<file path="src/rtl/pfmpc_pkg.sv">
`default_nettype none
package pfmpc_pkg;
  localparam int unsigned PFMPC_PORTS = 4;
  // Management register numbers and bit positions.
  localparam logic [4:0] PFMPC_REG_CTRL = 5'h00;
  localparam logic [4:0] PFMPC_REG_VEND = 5'h1D;
  localparam int unsigned PFMPC_BIT_DUPLEX = 8;
  localparam int unsigned PFMPC_BIT_FIBER = 0;
  // Reset value of the management registers before any strap is caught.
  localparam logic [15:0] PFMPC_REG_RESET = 16'h0000;
  // Register address layout on the plain port: port index above register number.
  localparam int unsigned PFMPC_ADDR_W = 7;
  localparam int unsigned PFMPC_PORT_LSB = 5;
  // Status register of the block's own state, and the unmapped read answer.
  localparam logic [4:0] PFMPC_REG_STAT = 5'h1E;
  localparam logic [15:0] PFMPC_UNMAPPED = 16'h0000;
  // Copper-side options when not forced: autonegotiation in the control register, the rest in the vendor register.
  localparam int unsigned PFMPC_BIT_ANEG = 12;
  localparam int unsigned PFMPC_BIT_SCR_BYP = 1;
  localparam int unsigned PFMPC_BIT_ENC_BYP = 2;
  localparam int unsigned PFMPC_BIT_FEF = 3;
  localparam int unsigned PFMPC_BIT_TEN_OFF = 4;
  typedef enum logic [1:0] {PFMPC_NORMAL, PFMPC_SEPARATE, PFMPC_SMART} pfmpc_bus_mode_t;
endpackage
`default_nettype wire

</file>
<file path="src/rtl/pfmpc_bus_route.sv">
`timescale 1ns/10ps
`default_nettype none
// Repeater control pin mapping for the bused modes.
module pfmpc_bus_route
  import pfmpc_pkg::*;
#(
  parameter int unsigned PORTS = PFMPC_PORTS
) (
  input wire pfmpc_bus_mode_t mode,
  input wire logic [PORTS-1:0] port_fast,
  input wire logic [PORTS-1:0] carrier_sense_slow,
  input wire logic [PORTS-1:0] carrier_sense_fast,
  input wire logic [PORTS-1:0] receive_enable_slow,
  input wire logic [PORTS-1:0] receive_enable_fast,
  input wire logic [PORTS-1:0] transmit_enable_slow,
  input wire logic [PORTS-1:0] transmit_enable_fast,
  output logic [PORTS-1:0] carrier_sense_out,
  output logic [PORTS-1:0] rx_select,
  output logic [PORTS-1:0] tx_select,
  output logic [PORTS-1:0] to_bus_a,
  output logic [PORTS-1:0] to_bus_b,
  output logic [PORTS-1:0] security
);
  always_comb begin
    carrier_sense_out = '0;
    rx_select = '0;
    tx_select = '0;
    to_bus_a = '0;
    to_bus_b = '0;
    security = '0;
    unique case (mode)
      PFMPC_NORMAL: begin
        carrier_sense_out = carrier_sense_fast;
      end
      PFMPC_SEPARATE: begin
        to_bus_a = port_fast;
        to_bus_b = ~port_fast;
        carrier_sense_out = (carrier_sense_fast & port_fast) | (carrier_sense_slow & ~port_fast);
        rx_select = (receive_enable_fast & port_fast) | (receive_enable_slow & ~port_fast);
        tx_select = (transmit_enable_fast & port_fast) | (transmit_enable_slow & ~port_fast);
      end
      PFMPC_SMART: begin
        to_bus_a = port_fast;
        to_bus_b = ~port_fast;
        carrier_sense_out = carrier_sense_fast;
        rx_select = receive_enable_fast;
        tx_select = transmit_enable_fast;
        security = transmit_enable_slow;
      end
      // The mode pins are undecoded code 3 here; every route stays off.
      default: begin
        carrier_sense_out = '0;
      end
    endcase
  end
endmodule
`default_nettype wire

</file>
<file path="src/rtl/pfmpc_top.sv">
// Our own choices: the placing of the registers and the strobed register port.
`timescale 1ns/10ps
`default_nettype none
// Function
// - Each port enters fiber mode independently by its strap or by a register 29 bit 0.
// - Fiber mode runs full or half duplex, set per port by register 0 bit 8.
// - One strap, caught at power-up and reset, sets the duplex of all ports together.
// - In fiber mode the copper pins carry fiber data and signal detect is enabled.
// - Fiber mode forces its options and register control of them is ignored.
// - Fiber mode enables far-end fault signalling.
// - Fiber mode bypasses the three-level line coder.
// - Fiber mode bypasses scrambler and descrambler.
// - Fiber mode holds autonegotiation off and sends no link pulses.
// - Fiber mode disables 10 Mbit/s twisted-pair operation.
// - Smart bused mode merges control pins and turns slow transmit enables into security.
// - Bused mode sends fast ports to interface A and slow ports to interface B.
module pfmpc_top
  import pfmpc_pkg::*;
#(
  parameter int unsigned PORTS = PFMPC_PORTS
) (
  input wire logic clk_sys,
  input wire logic rst,
  input wire logic [PFMPC_ADDR_W-1:0] reg_addr,
  input wire logic [15:0] reg_wdata,
  input wire logic reg_wr,
  input wire logic reg_rd,
  output logic [15:0] reg_rdata,
  input wire logic [PORTS-1:0] fiber_select_strap,
  input wire logic global_duplex_strap,
  input wire logic [PORTS-1:0] optic_signal_detect,
  input wire logic [PORTS-1:0] link_fast,
  input wire pfmpc_bus_mode_t bus_mode,
  input wire logic [PORTS-1:0] carrier_sense_slow,
  input wire logic [PORTS-1:0] carrier_sense_fast,
  input wire logic [PORTS-1:0] receive_enable_slow,
  input wire logic [PORTS-1:0] receive_enable_fast,
  input wire logic [PORTS-1:0] transmit_enable_slow,
  input wire logic [PORTS-1:0] transmit_enable_fast,
  output logic [PORTS-1:0] fiber_active,
  output logic [PORTS-1:0] full_duplex,
  output logic [PORTS-1:0] pins_to_fiber,
  output logic [PORTS-1:0] signal_detect_on,
  output logic [PORTS-1:0] signal_present,
  output logic [PORTS-1:0] far_fault_en,
  output logic [PORTS-1:0] line_code_bypass,
  output logic [PORTS-1:0] scramble_bypass,
  output logic [PORTS-1:0] autoneg_en,
  output logic [PORTS-1:0] link_pulse_en,
  output logic [PORTS-1:0] slow_enable,
  output logic [PORTS-1:0] port_fast,
  output logic [PORTS-1:0] carrier_sense_out,
  output logic [PORTS-1:0] rx_select,
  output logic [PORTS-1:0] tx_select,
  output logic [PORTS-1:0] to_bus_a,
  output logic [PORTS-1:0] to_bus_b,
  output logic [PORTS-1:0] security
);

  // ----------------------------------------------------------------
  // Parameter check
  // ----------------------------------------------------------------
  // The port field of the address limits how many ports software can reach.
  if (PORTS < 1 || PORTS > (1 << (PFMPC_ADDR_W - PFMPC_PORT_LSB))) begin : g_ports_bad
    $error("pfmpc_top: PORTS out of range");
  end

  // ----------------------------------------------------------------
  // Register storage
  // ----------------------------------------------------------------
  logic [15:0] ctrl_r [PORTS];
  logic [15:0] vend_r [PORTS];
  logic strap_pending_r;
  logic [PORTS-1:0] fiber_mode;
  logic [PORTS-1:0] fast_sel;
  logic [PORTS-1:0] cso_w, rxs_w, txs_w, bua_w, bub_w, sec_w;
  logic [4:0] addr_reg;
  logic [PFMPC_ADDR_W-PFMPC_PORT_LSB-1:0] addr_port;

  assign addr_reg = reg_addr[PFMPC_PORT_LSB-1:0];
  assign addr_port = reg_addr[PFMPC_ADDR_W-1:PFMPC_PORT_LSB];

  function automatic logic port_hit(input int unsigned p);
    return (int'(addr_port) == p);
  endfunction

  function automatic logic reg_sel(input int unsigned p, input logic [4:0] r);
    return port_hit(p) && (addr_reg == r);
  endfunction

  // An option that fiber mode forces on, else the register bit decides.
  function automatic logic forced_on(input logic fiber, input logic bit_val);
    return fiber | bit_val;
  endfunction

  // An option that fiber mode forces off, else the register bit decides.
  function automatic logic copper_only(input logic fiber, input logic bit_val);
    return ~fiber & bit_val;
  endfunction

  // Straps are caught on the first clock after reset release; a reset flop
  // may not load a pin, so a pending flag marks the sampling edge.
  always_ff @(posedge clk_sys or posedge rst) begin
    if (rst) begin
      strap_pending_r <= 1'b1;
    end else begin
      strap_pending_r <= 1'b0;
    end
  end

  // ----------------------------------------------------------------
  // Control register
  // ----------------------------------------------------------------
  // The strap load wins over a write in the same cycle; requests are not
  // allowed before the second edge after reset, so nothing real is lost.
  always_ff @(posedge clk_sys or posedge rst) begin
    if (rst) begin
      for (int p = 0; p < PORTS; p++) begin
        ctrl_r[p] <= PFMPC_REG_RESET;
      end
    end else if (strap_pending_r) begin
      for (int p = 0; p < PORTS; p++) begin
        ctrl_r[p][PFMPC_BIT_DUPLEX] <= global_duplex_strap;
      end
    end else if (reg_wr) begin
      for (int p = 0; p < PORTS; p++) begin
        if (reg_sel(p, PFMPC_REG_CTRL)) begin
          ctrl_r[p] <= reg_wdata;
        end
      end
    end
  end

  // ----------------------------------------------------------------
  // Vendor register
  // ----------------------------------------------------------------
  always_ff @(posedge clk_sys or posedge rst) begin
    if (rst) begin
      for (int p = 0; p < PORTS; p++) begin
        vend_r[p] <= PFMPC_REG_RESET;
      end
    end else if (strap_pending_r) begin
      for (int p = 0; p < PORTS; p++) begin
        vend_r[p][PFMPC_BIT_FIBER] <= fiber_select_strap[p];
      end
    end else if (reg_wr) begin
      for (int p = 0; p < PORTS; p++) begin
        if (reg_sel(p, PFMPC_REG_VEND)) begin
          vend_r[p] <= reg_wdata;
        end
      end
    end
  end

  // ----------------------------------------------------------------
  // Register read
  // ----------------------------------------------------------------
  always_ff @(posedge clk_sys or posedge rst) begin
    if (rst) begin
      reg_rdata <= PFMPC_UNMAPPED;
    end else if (reg_rd) begin
      reg_rdata <= PFMPC_UNMAPPED;
      for (int p = 0; p < PORTS; p++) begin
        if (port_hit(p)) begin
          unique case (addr_reg)
            PFMPC_REG_CTRL: reg_rdata <= ctrl_r[p];
            PFMPC_REG_VEND: reg_rdata <= vend_r[p];
            PFMPC_REG_STAT: reg_rdata <= {13'h0000, optic_signal_detect[p],
                                          fast_sel[p], fiber_mode[p]};
            default: reg_rdata <= PFMPC_UNMAPPED;
          endcase
        end
      end
    end else begin
      reg_rdata <= PFMPC_UNMAPPED;
    end
  end

  // ----------------------------------------------------------------
  // Per-port option forcing
  // ----------------------------------------------------------------
  always_comb begin
    for (int p = 0; p < PORTS; p++) begin
      fiber_mode[p] = vend_r[p][PFMPC_BIT_FIBER];
      fast_sel[p] = fiber_mode[p] | link_fast[p];
    end
  end

  // ----------------------------------------------------------------
  // Fiber path and signal detect
  // ----------------------------------------------------------------
  // The signal detect pins are masked at signal_present on copper ports, where the same pins
  // carry twisted-pair data and would show noise as a false detect.
  always_ff @(posedge clk_sys or posedge rst) begin
    if (rst) begin
      fiber_active <= '0;
      pins_to_fiber <= '0;
      signal_detect_on <= '0;
      signal_present <= '0;
    end else begin
      for (int p = 0; p < PORTS; p++) begin
        fiber_active[p] <= fiber_mode[p];
        pins_to_fiber[p] <= fiber_mode[p];
        signal_detect_on[p] <= fiber_mode[p];
        signal_present[p] <= fiber_mode[p] & optic_signal_detect[p];
      end
    end
  end

  // ----------------------------------------------------------------
  // Duplex
  // ----------------------------------------------------------------
  always_ff @(posedge clk_sys or posedge rst) begin
    if (rst) begin
      full_duplex <= '0;
    end else begin
      for (int p = 0; p < PORTS; p++) begin
        full_duplex[p] <= ctrl_r[p][PFMPC_BIT_DUPLEX];
      end
    end
  end

  // ----------------------------------------------------------------
  // Forced coding options
  // ----------------------------------------------------------------
  // Forcing wins over the register bits, so software cannot turn a fiber
  // port back into a copper configuration without clearing the fiber bit.
  // forced options ignore bits
  always_ff @(posedge clk_sys or posedge rst) begin
    if (rst) begin
      far_fault_en <= '0;
    end else begin
      for (int p = 0; p < PORTS; p++) begin
        far_fault_en[p] <= forced_on(fiber_mode[p], vend_r[p][PFMPC_BIT_FEF]);
      end
    end
  end

  always_ff @(posedge clk_sys or posedge rst) begin
    if (rst) begin
      line_code_bypass <= '0;
    end else begin
      for (int p = 0; p < PORTS; p++) begin
        line_code_bypass[p] <= forced_on(fiber_mode[p], vend_r[p][PFMPC_BIT_ENC_BYP]);
      end
    end
  end

  always_ff @(posedge clk_sys or posedge rst) begin
    if (rst) begin
      scramble_bypass <= '0;
    end else begin
      for (int p = 0; p < PORTS; p++) begin
        scramble_bypass[p] <= forced_on(fiber_mode[p], vend_r[p][PFMPC_BIT_SCR_BYP]);
      end
    end
  end

  // ----------------------------------------------------------------
  // Autonegotiation
  // ----------------------------------------------------------------
  // Link pulses follow autonegotiation; a fiber port must stay silent on
  // the optic, since pulses would look like garbage code groups there.
  always_ff @(posedge clk_sys or posedge rst) begin
    if (rst) begin
      autoneg_en <= '0;
      link_pulse_en <= '0;
    end else begin
      for (int p = 0; p < PORTS; p++) begin
        autoneg_en[p] <= copper_only(fiber_mode[p], ctrl_r[p][PFMPC_BIT_ANEG]);
        link_pulse_en[p] <= copper_only(fiber_mode[p], ctrl_r[p][PFMPC_BIT_ANEG]);
      end
    end
  end

  // ----------------------------------------------------------------
  // Speed
  // ----------------------------------------------------------------
  always_ff @(posedge clk_sys or posedge rst) begin
    if (rst) begin
      slow_enable <= '0;
      port_fast <= '0;
    end else begin
      for (int p = 0; p < PORTS; p++) begin
        slow_enable[p] <= copper_only(fiber_mode[p], ~vend_r[p][PFMPC_BIT_TEN_OFF]);
        port_fast[p] <= fast_sel[p];
      end
    end
  end

  // ----------------------------------------------------------------
  // Bused-mode pin mapping
  // ----------------------------------------------------------------
  pfmpc_bus_route #(
    .PORTS(PORTS)
  ) u_route (
    .mode(bus_mode),
    .port_fast(fast_sel),
    .carrier_sense_slow(carrier_sense_slow),
    .carrier_sense_fast(carrier_sense_fast),
    .receive_enable_slow(receive_enable_slow),
    .receive_enable_fast(receive_enable_fast),
    .transmit_enable_slow(transmit_enable_slow),
    .transmit_enable_fast(transmit_enable_fast),
    .carrier_sense_out(cso_w),
    .rx_select(rxs_w),
    .tx_select(txs_w),
    .to_bus_a(bua_w),
    .to_bus_b(bub_w),
    .security(sec_w)
  );

  // Registered so every top output comes from a flop; one cycle of latency.
  always_ff @(posedge clk_sys or posedge rst) begin
    if (rst) begin
      carrier_sense_out <= '0;
      rx_select <= '0;
      tx_select <= '0;
      to_bus_a <= '0;
      to_bus_b <= '0;
      security <= '0;
    end else begin
      carrier_sense_out <= cso_w;
      rx_select <= rxs_w;
      tx_select <= txs_w;
      to_bus_a <= bua_w;
      to_bus_b <= bub_w;
      security <= sec_w;
    end
  end

endmodule
`default_nettype wire

</file>
<file path="config.mk">
export PLATFORM = sky130hd
export DESIGN_NAME = pfmpc_top
export DESIGN_NICKNAME = d
export VERILOG_FILES = /design/src/rtl/pfmpc_pkg.sv /design/src/rtl/pfmpc_bus_route.sv /design/src/rtl/pfmpc_top.sv
export SDC_FILE = /design/constraint.sdc
export NUM_CORES = 1
export LEC_CHECK = 0
export ABC_AREA = 0
export BUFFER_PORTS_ARGS = -buffer_cell sky130_fd_sc_hd__buf_2
export CAP_MARGIN = 40
export CORE_MARGIN = 5
export CORE_UTILIZATION = 35
export CTS_CLUSTER_DIAMETER = 40
export DETAILED_ROUTE_END_ITERATION = 6
export GPL_TIMING_DRIVEN = 0
export PLACE_DENSITY = 0.56
export SYNTH_ARGS = -nofsm -noshare
export SYNTH_HDL_FRONTEND = slang
export SYNTH_SLANG_ARGS = --single-unit
</file>
<file path="constraint.sdc">
create_clock -name clk_sys -period 5.6 [get_ports clk_sys]
set_clock_uncertainty 0.05 [all_clocks]
set_input_delay 0.28 -clock clk_sys [delete_from_list [all_inputs] [get_ports clk_sys]]
set_output_delay 0.28 -clock clk_sys [all_outputs]
set_load 0.01 [all_outputs]
</file>
### Word-level counts from Yosys, hierarchy flattened

Index checks and enable logic that the tools add are counted.

| operators by class | value |
|---|---|
| equality and inequality tests | 7 |
| bitwise gates (word level) | 47 |
| muxes and demuxes | 33 |
| reduce and logical (&&, ||, !) cells | 38 |

Operators by type and width:

| cell | count |
|---|---|
| $pmux 16 s3 | 4 |
| $mux 16 | 11 |
| $mux 57 | 1 |
| $mux 49 | 1 |
| $and 4x4->4 | 6 |
| $pmux 4 s2 | 3 |
| $reduce_and 3->1 | 8 |
| $reduce_bool 2->1 | 9 |
| $or 1x1->1 | 16 |
| $reduce_and 2->1 | 8 |
| $and 1x1->1 | 12 |
| $mux 4 | 3 |
| $or 4x4->4 | 3 |
| $eq 5x5->1 const B | 2 |
| $mux 1 | 9 |
| $mux 9 | 1 |
| $not 1->1 | 9 |
| $logic_and 1x1->1 | 8 |
| $eq 2x2->1 const B | 3 |
| $logic_not 5->1 | 1 |
| $eq 2x1->1 const B | 2 |
| $logic_not 2->1 | 2 |
| $not 4->4 | 1 |
| $reduce_or 2->1 | 2 |

| storage, ports and cells | value |
|---|---|
| input port bits | 66 |
| output and inout bits | 88 |
| register bits after elaboration | 205 |
| word-level logic and storage cells | 158 |

### Longest topological paths before layout

| depth | value |
|---|---|
| word-level depth | 7 |
| mapped depth | 8 |
| gate-level depth less buffers | 5 |

### Hierarchy

A second synthesis with hierarchy kept.

| unflattened totals | value |
|---|---|
| cells, all modules | 641 |
| area, all modules | 8697.1 um2 |

Modules (own cells, without submodules):

| module | area each (um2) | instances | cells an instance |
|---|---|---|---|
| pfmpc_top | 8280.4 | 1 | 588 |
| pfmpc_bus_route | 416.6 | 1 | 53 |

### Least setup slack after synthesis

OpenSTA, ideal clock, no wires.

| timing path | value |
|---|---|
| path type | reg-to-reg |
| from | reg strap_pending_r |
| to | reg vend_r[33] in the netlist's numbering |
| library setup time | 125 ps |
| arrival time | 1823 ps |
| cell stages (with the launch flop) | 6 |
| clock period less this slack | 1998 ps |
| path slack | 3602 ps |
| cell sequence | dfstp_2 -> buf_2 -> or4_4 -> nor2_2 -> buf_4 -> mux2_2 |

| between the ends | value |
|---|---|
| longest elaborated chain between the ends | 2 |

RTL lines:

| item | line | source |
|---|---|---|
| start: declaration | pfmpc_top.sv:73 | `logic strap_pending_r;` |
| start signal: assignment | pfmpc_top.sv:105 | `strap_pending_r <= 1'b1;` |
| start signal: assignment | pfmpc_top.sv:107 | `strap_pending_r <= 1'b0;` |
| $not 1->1 (no source line) | -- |  |
| $reduce_and 3->1 (no source line) | -- |  |
| end signal: indexed assignment | pfmpc_top.sv:144 | `vend_r[p][PFMPC_BIT_FIBER] <= fiber_select_strap[p];` |
| end signal: indexed assignment | pfmpc_top.sv:149 | `vend_r[p] <= reg_wdata;` |
| end: declaration | pfmpc_top.sv:72 | `logic [15:0] vend_r [PORTS];` |

No other way between the ends.
A chain may end at the register's enable or synchronous reset.

### Final worst setup path

| timing path | value |
|---|---|
| from | reg strap_pending_r |
| to | reg vend_r[1] in the netlist's numbering |

Same word-level chain as after synthesis.

==> flow_summary.ini <==
[global_route]
grt_usage = 0.177
antenna_found_initial = 2
grt_pass1_vias = 6462
grt_max_degree = 38
overflow = 0
grt_pass1_wl_mm = 39.0

[cts]
path_clk_slew_ns = 0.06
clockRootBuffer = clkbuf_16
cts_made_buffers = 35
post_cts_buffers = 0
cts_tree = built
insertion_delay_ns = 0.49
cts_sinks = 205
cts.path.max_buffers = 3
htreeDepth = 2

[timing]
slew_headroom = 0.445
max_freq_mhz = 429
fin_setup_tns_ns = 0
maxSlewViolCount = 0
hold_violations = 0
fin_crit_sh = 0.416
period_minus_slack_ns = 2.33
setup_viol = 0
grt_setup_unrepaired = false
worstMarginPinSlew_ns = 0.833

[synth]
ys_warn_count = 0
ys_seq_area_frac = 0.591
ys.flop_type = dfrtp_1
mappedNetlistArea_um2 = 8680
syn_avg_cell_area_um2 = 13.6
synthCells = 636
synth_edf_count = 0
async_flop_share = 1.00
synth_nets = 706
synth.distinct_cells = 42
synth_seq_cells = 205

[critical_path]
arrival_ns = 2.66
end_kind = flop
startpoint_type = flop
worstPathMaxFanout = 10
worstSetupPathType = flop to flop
r2r_cells = 5
required_ns = 5.93

[finish]
nets = 917
ff_latch_area_um2 = 5130
nFillCells = 2235
multiInputGateArea_um2 = 3220
largest-register = ctrl_r
antenna_cells = 0
area_growth_pct = 30.5
reg.largest.list = ctrl_r x64, vend_r x60, reg_rdata x16
finalInstanceArea_um2 = 11300
drive_above_1_share = 0.484
largest_reg_flops = 64

[floorplan]
fp.dieH_um = 167
fp.dieArea_um2 = 28000
start_util = 0.356
core_um2 = 24400
rows = 57
die_w_um = 167
boundaryPins = 154

[pwr]
power_per_cell_area_nw_per_um2 = 364
power.ir.vdd_worst_v = 0.000159
p_leak_nw = 5.59

[detailed_routing]
routedWlPerCell_um = 20.6
via_per_inst = 5.12
routed_wl_mm = 24.6
drt_pre_antenna_iters = 5
drc_errors = 0
vias = 6127
drt_iter0_drc = 350
drtAntennaViolNets = 0

[place]
routabilityCongestion = 0.787
placed_area_um2 = 9980
port_buffers = 153
dp.final_hpwl_mm = 16.8

[worst_hold_path]
worstHoldPathCells = 3
hold_class = primary input to flop

[run]
drv_cap = 0

[outcome]
status = complete, no violations
[layout by cell type, fill, tap and decap left out, types with 4 or more instances in the layout]
master / count
mux4_2: 7
nor3_1: 15
or2_2: 13
nand2_1: 7
clkbuf_16: 37
clkinv_2: 5
buf_2: 171
nor4_1: 6
dlygate4sd3_1: 13
nor2_1: 26
clkinv_4: 4
buf_4: 14
clkbuf_1: 19
inv_1: 9
mux2_4: 8
a22oi_1: 31
clkinvlp_4: 5
dfrtp_1: 204
a221oi_1: 30
ha_1: 4
and2_1: 14
nor2b_1: 16
mux2_2: 132
a21oi_1: 18
or3_1: 10
bufinv_16: 4
buf_12: 6
nand2b_1: 4
[per-layer routing]
layer | vias to the layer above | part of all wire | track usage
met5 | - | 0.00085 | 0
met4 | 4 | 0.020 | 0.0430
met3 | 49 | 0.073 | 0.0460
met2 | 238 | 0.47 | 0.282
met1 | 3101 | 0.44 | 0.243
li1 | 2735 | - | -
[cell type report]
class | instances | share of cell area
Buffer | 51 | 0.0253
Clock buffer | 42 | 0.0860
Clock inverter | 20 | 0.0213
Inverter | 10 | 0.00364
Multi-Input combinational cell | 370 | 0.285
Sequential cell | 205 | 0.453
Tap cell | 324 | 0.0358
Timing Repair Buffer | 174 | 0.0905
[cells by family (layout without fill, tap and decap cells)]
family	count (synthesis)	count (layout)	share of synthesized area
DFF	205	205	0.591
and+or+nand+nor	123	123	0.0791
buffers and inverters	61	297	0.0373
muxes	153	153	0.211
adders and majority gates	4	4	0.00577
AOI/OAI and AO/OA	89	89	0.0755
other	1	1	0.000432
[cell usage after synthesis (all sizes together), types with 5 or more instances]
master / n / area share
nand2b: 5 / 0.0045
or3: 10 / 0.0072
a221oi: 30 / 0.030
buf: 34 / 0.026
a22oi: 31 / 0.027
nand2: 7 / 0.0030
or2: 13 / 0.0094
inv: 10 / 0.0043
and2: 14 / 0.010
nor2b: 16 / 0.012
clkbuf: 17 / 0.0074
nor3: 16 / 0.0098
mux4: 7 / 0.018
dfrtp: 204 / 0.59
nor4: 6 / 0.0043
mux2: 143 / 0.19
nor2: 29 / 0.014
a21oi: 18 / 0.010
[report_power, final]
part | switching, mW | internal, mW
Combinational | 0.181 | 0.156
Clock | 0.739 | 1.44
Sequential | 0.0438 | 1.57
Total | 0.965 | 3.16
[through the flow]
step | total power [mW] | util | worst slack, ns | cells | hold slack, ns
final | 4.12 | 0.465 | 3.27 | 1196 | 0.0239
after global routing | 4.28 | 0.465 | 3.19 | 1196 | 0.0198
after CTS | 4.18 | 0.465 | 3.24 | 1196 | 0.00712
after detailed placement | 1.97 | 0.409 | 3.03 | 1121 | 0.290
after global placement | 1.96 | 0.404 | 1.23 | 1113 | 0.309
after floorplan | 1.81 | - | 2.61 | 636 | 0.302
[worst max-delay path, cell delays in order, from the launching register on]
cell,delay [ns]
dfstp_2,0.35
buf_2,0.17
or4_4,0.58
nor2_2,0.36
buf_4,0.33
mux2_2,0.37
[final timing paths]
path | startpoint | to | slack, ns
worst max register to register | strap_pending_r | vend_r[1] | 3.27
max in group asynchronous | rst | vend_r[28] | 4.43
worst max-delay path | strap_pending_r | vend_r[1] | 3.27
min in group asynchronous | rst | signal_detect_on[0] | 0.32
worst min-delay path | fiber_select_strap[3] | fiber_mode[3] | 0.02
worst min register to register | fiber_mode[2] | signal_detect_on[2] | 0.32
[repair_timing]
action / in CTS / in global routing
endpoints found under the hold margin: 44 / 0
hold buffers: 13 / 0
gates resized for setup: 0 / 0
Note: power is estimated with default switching activity, not from simulation.
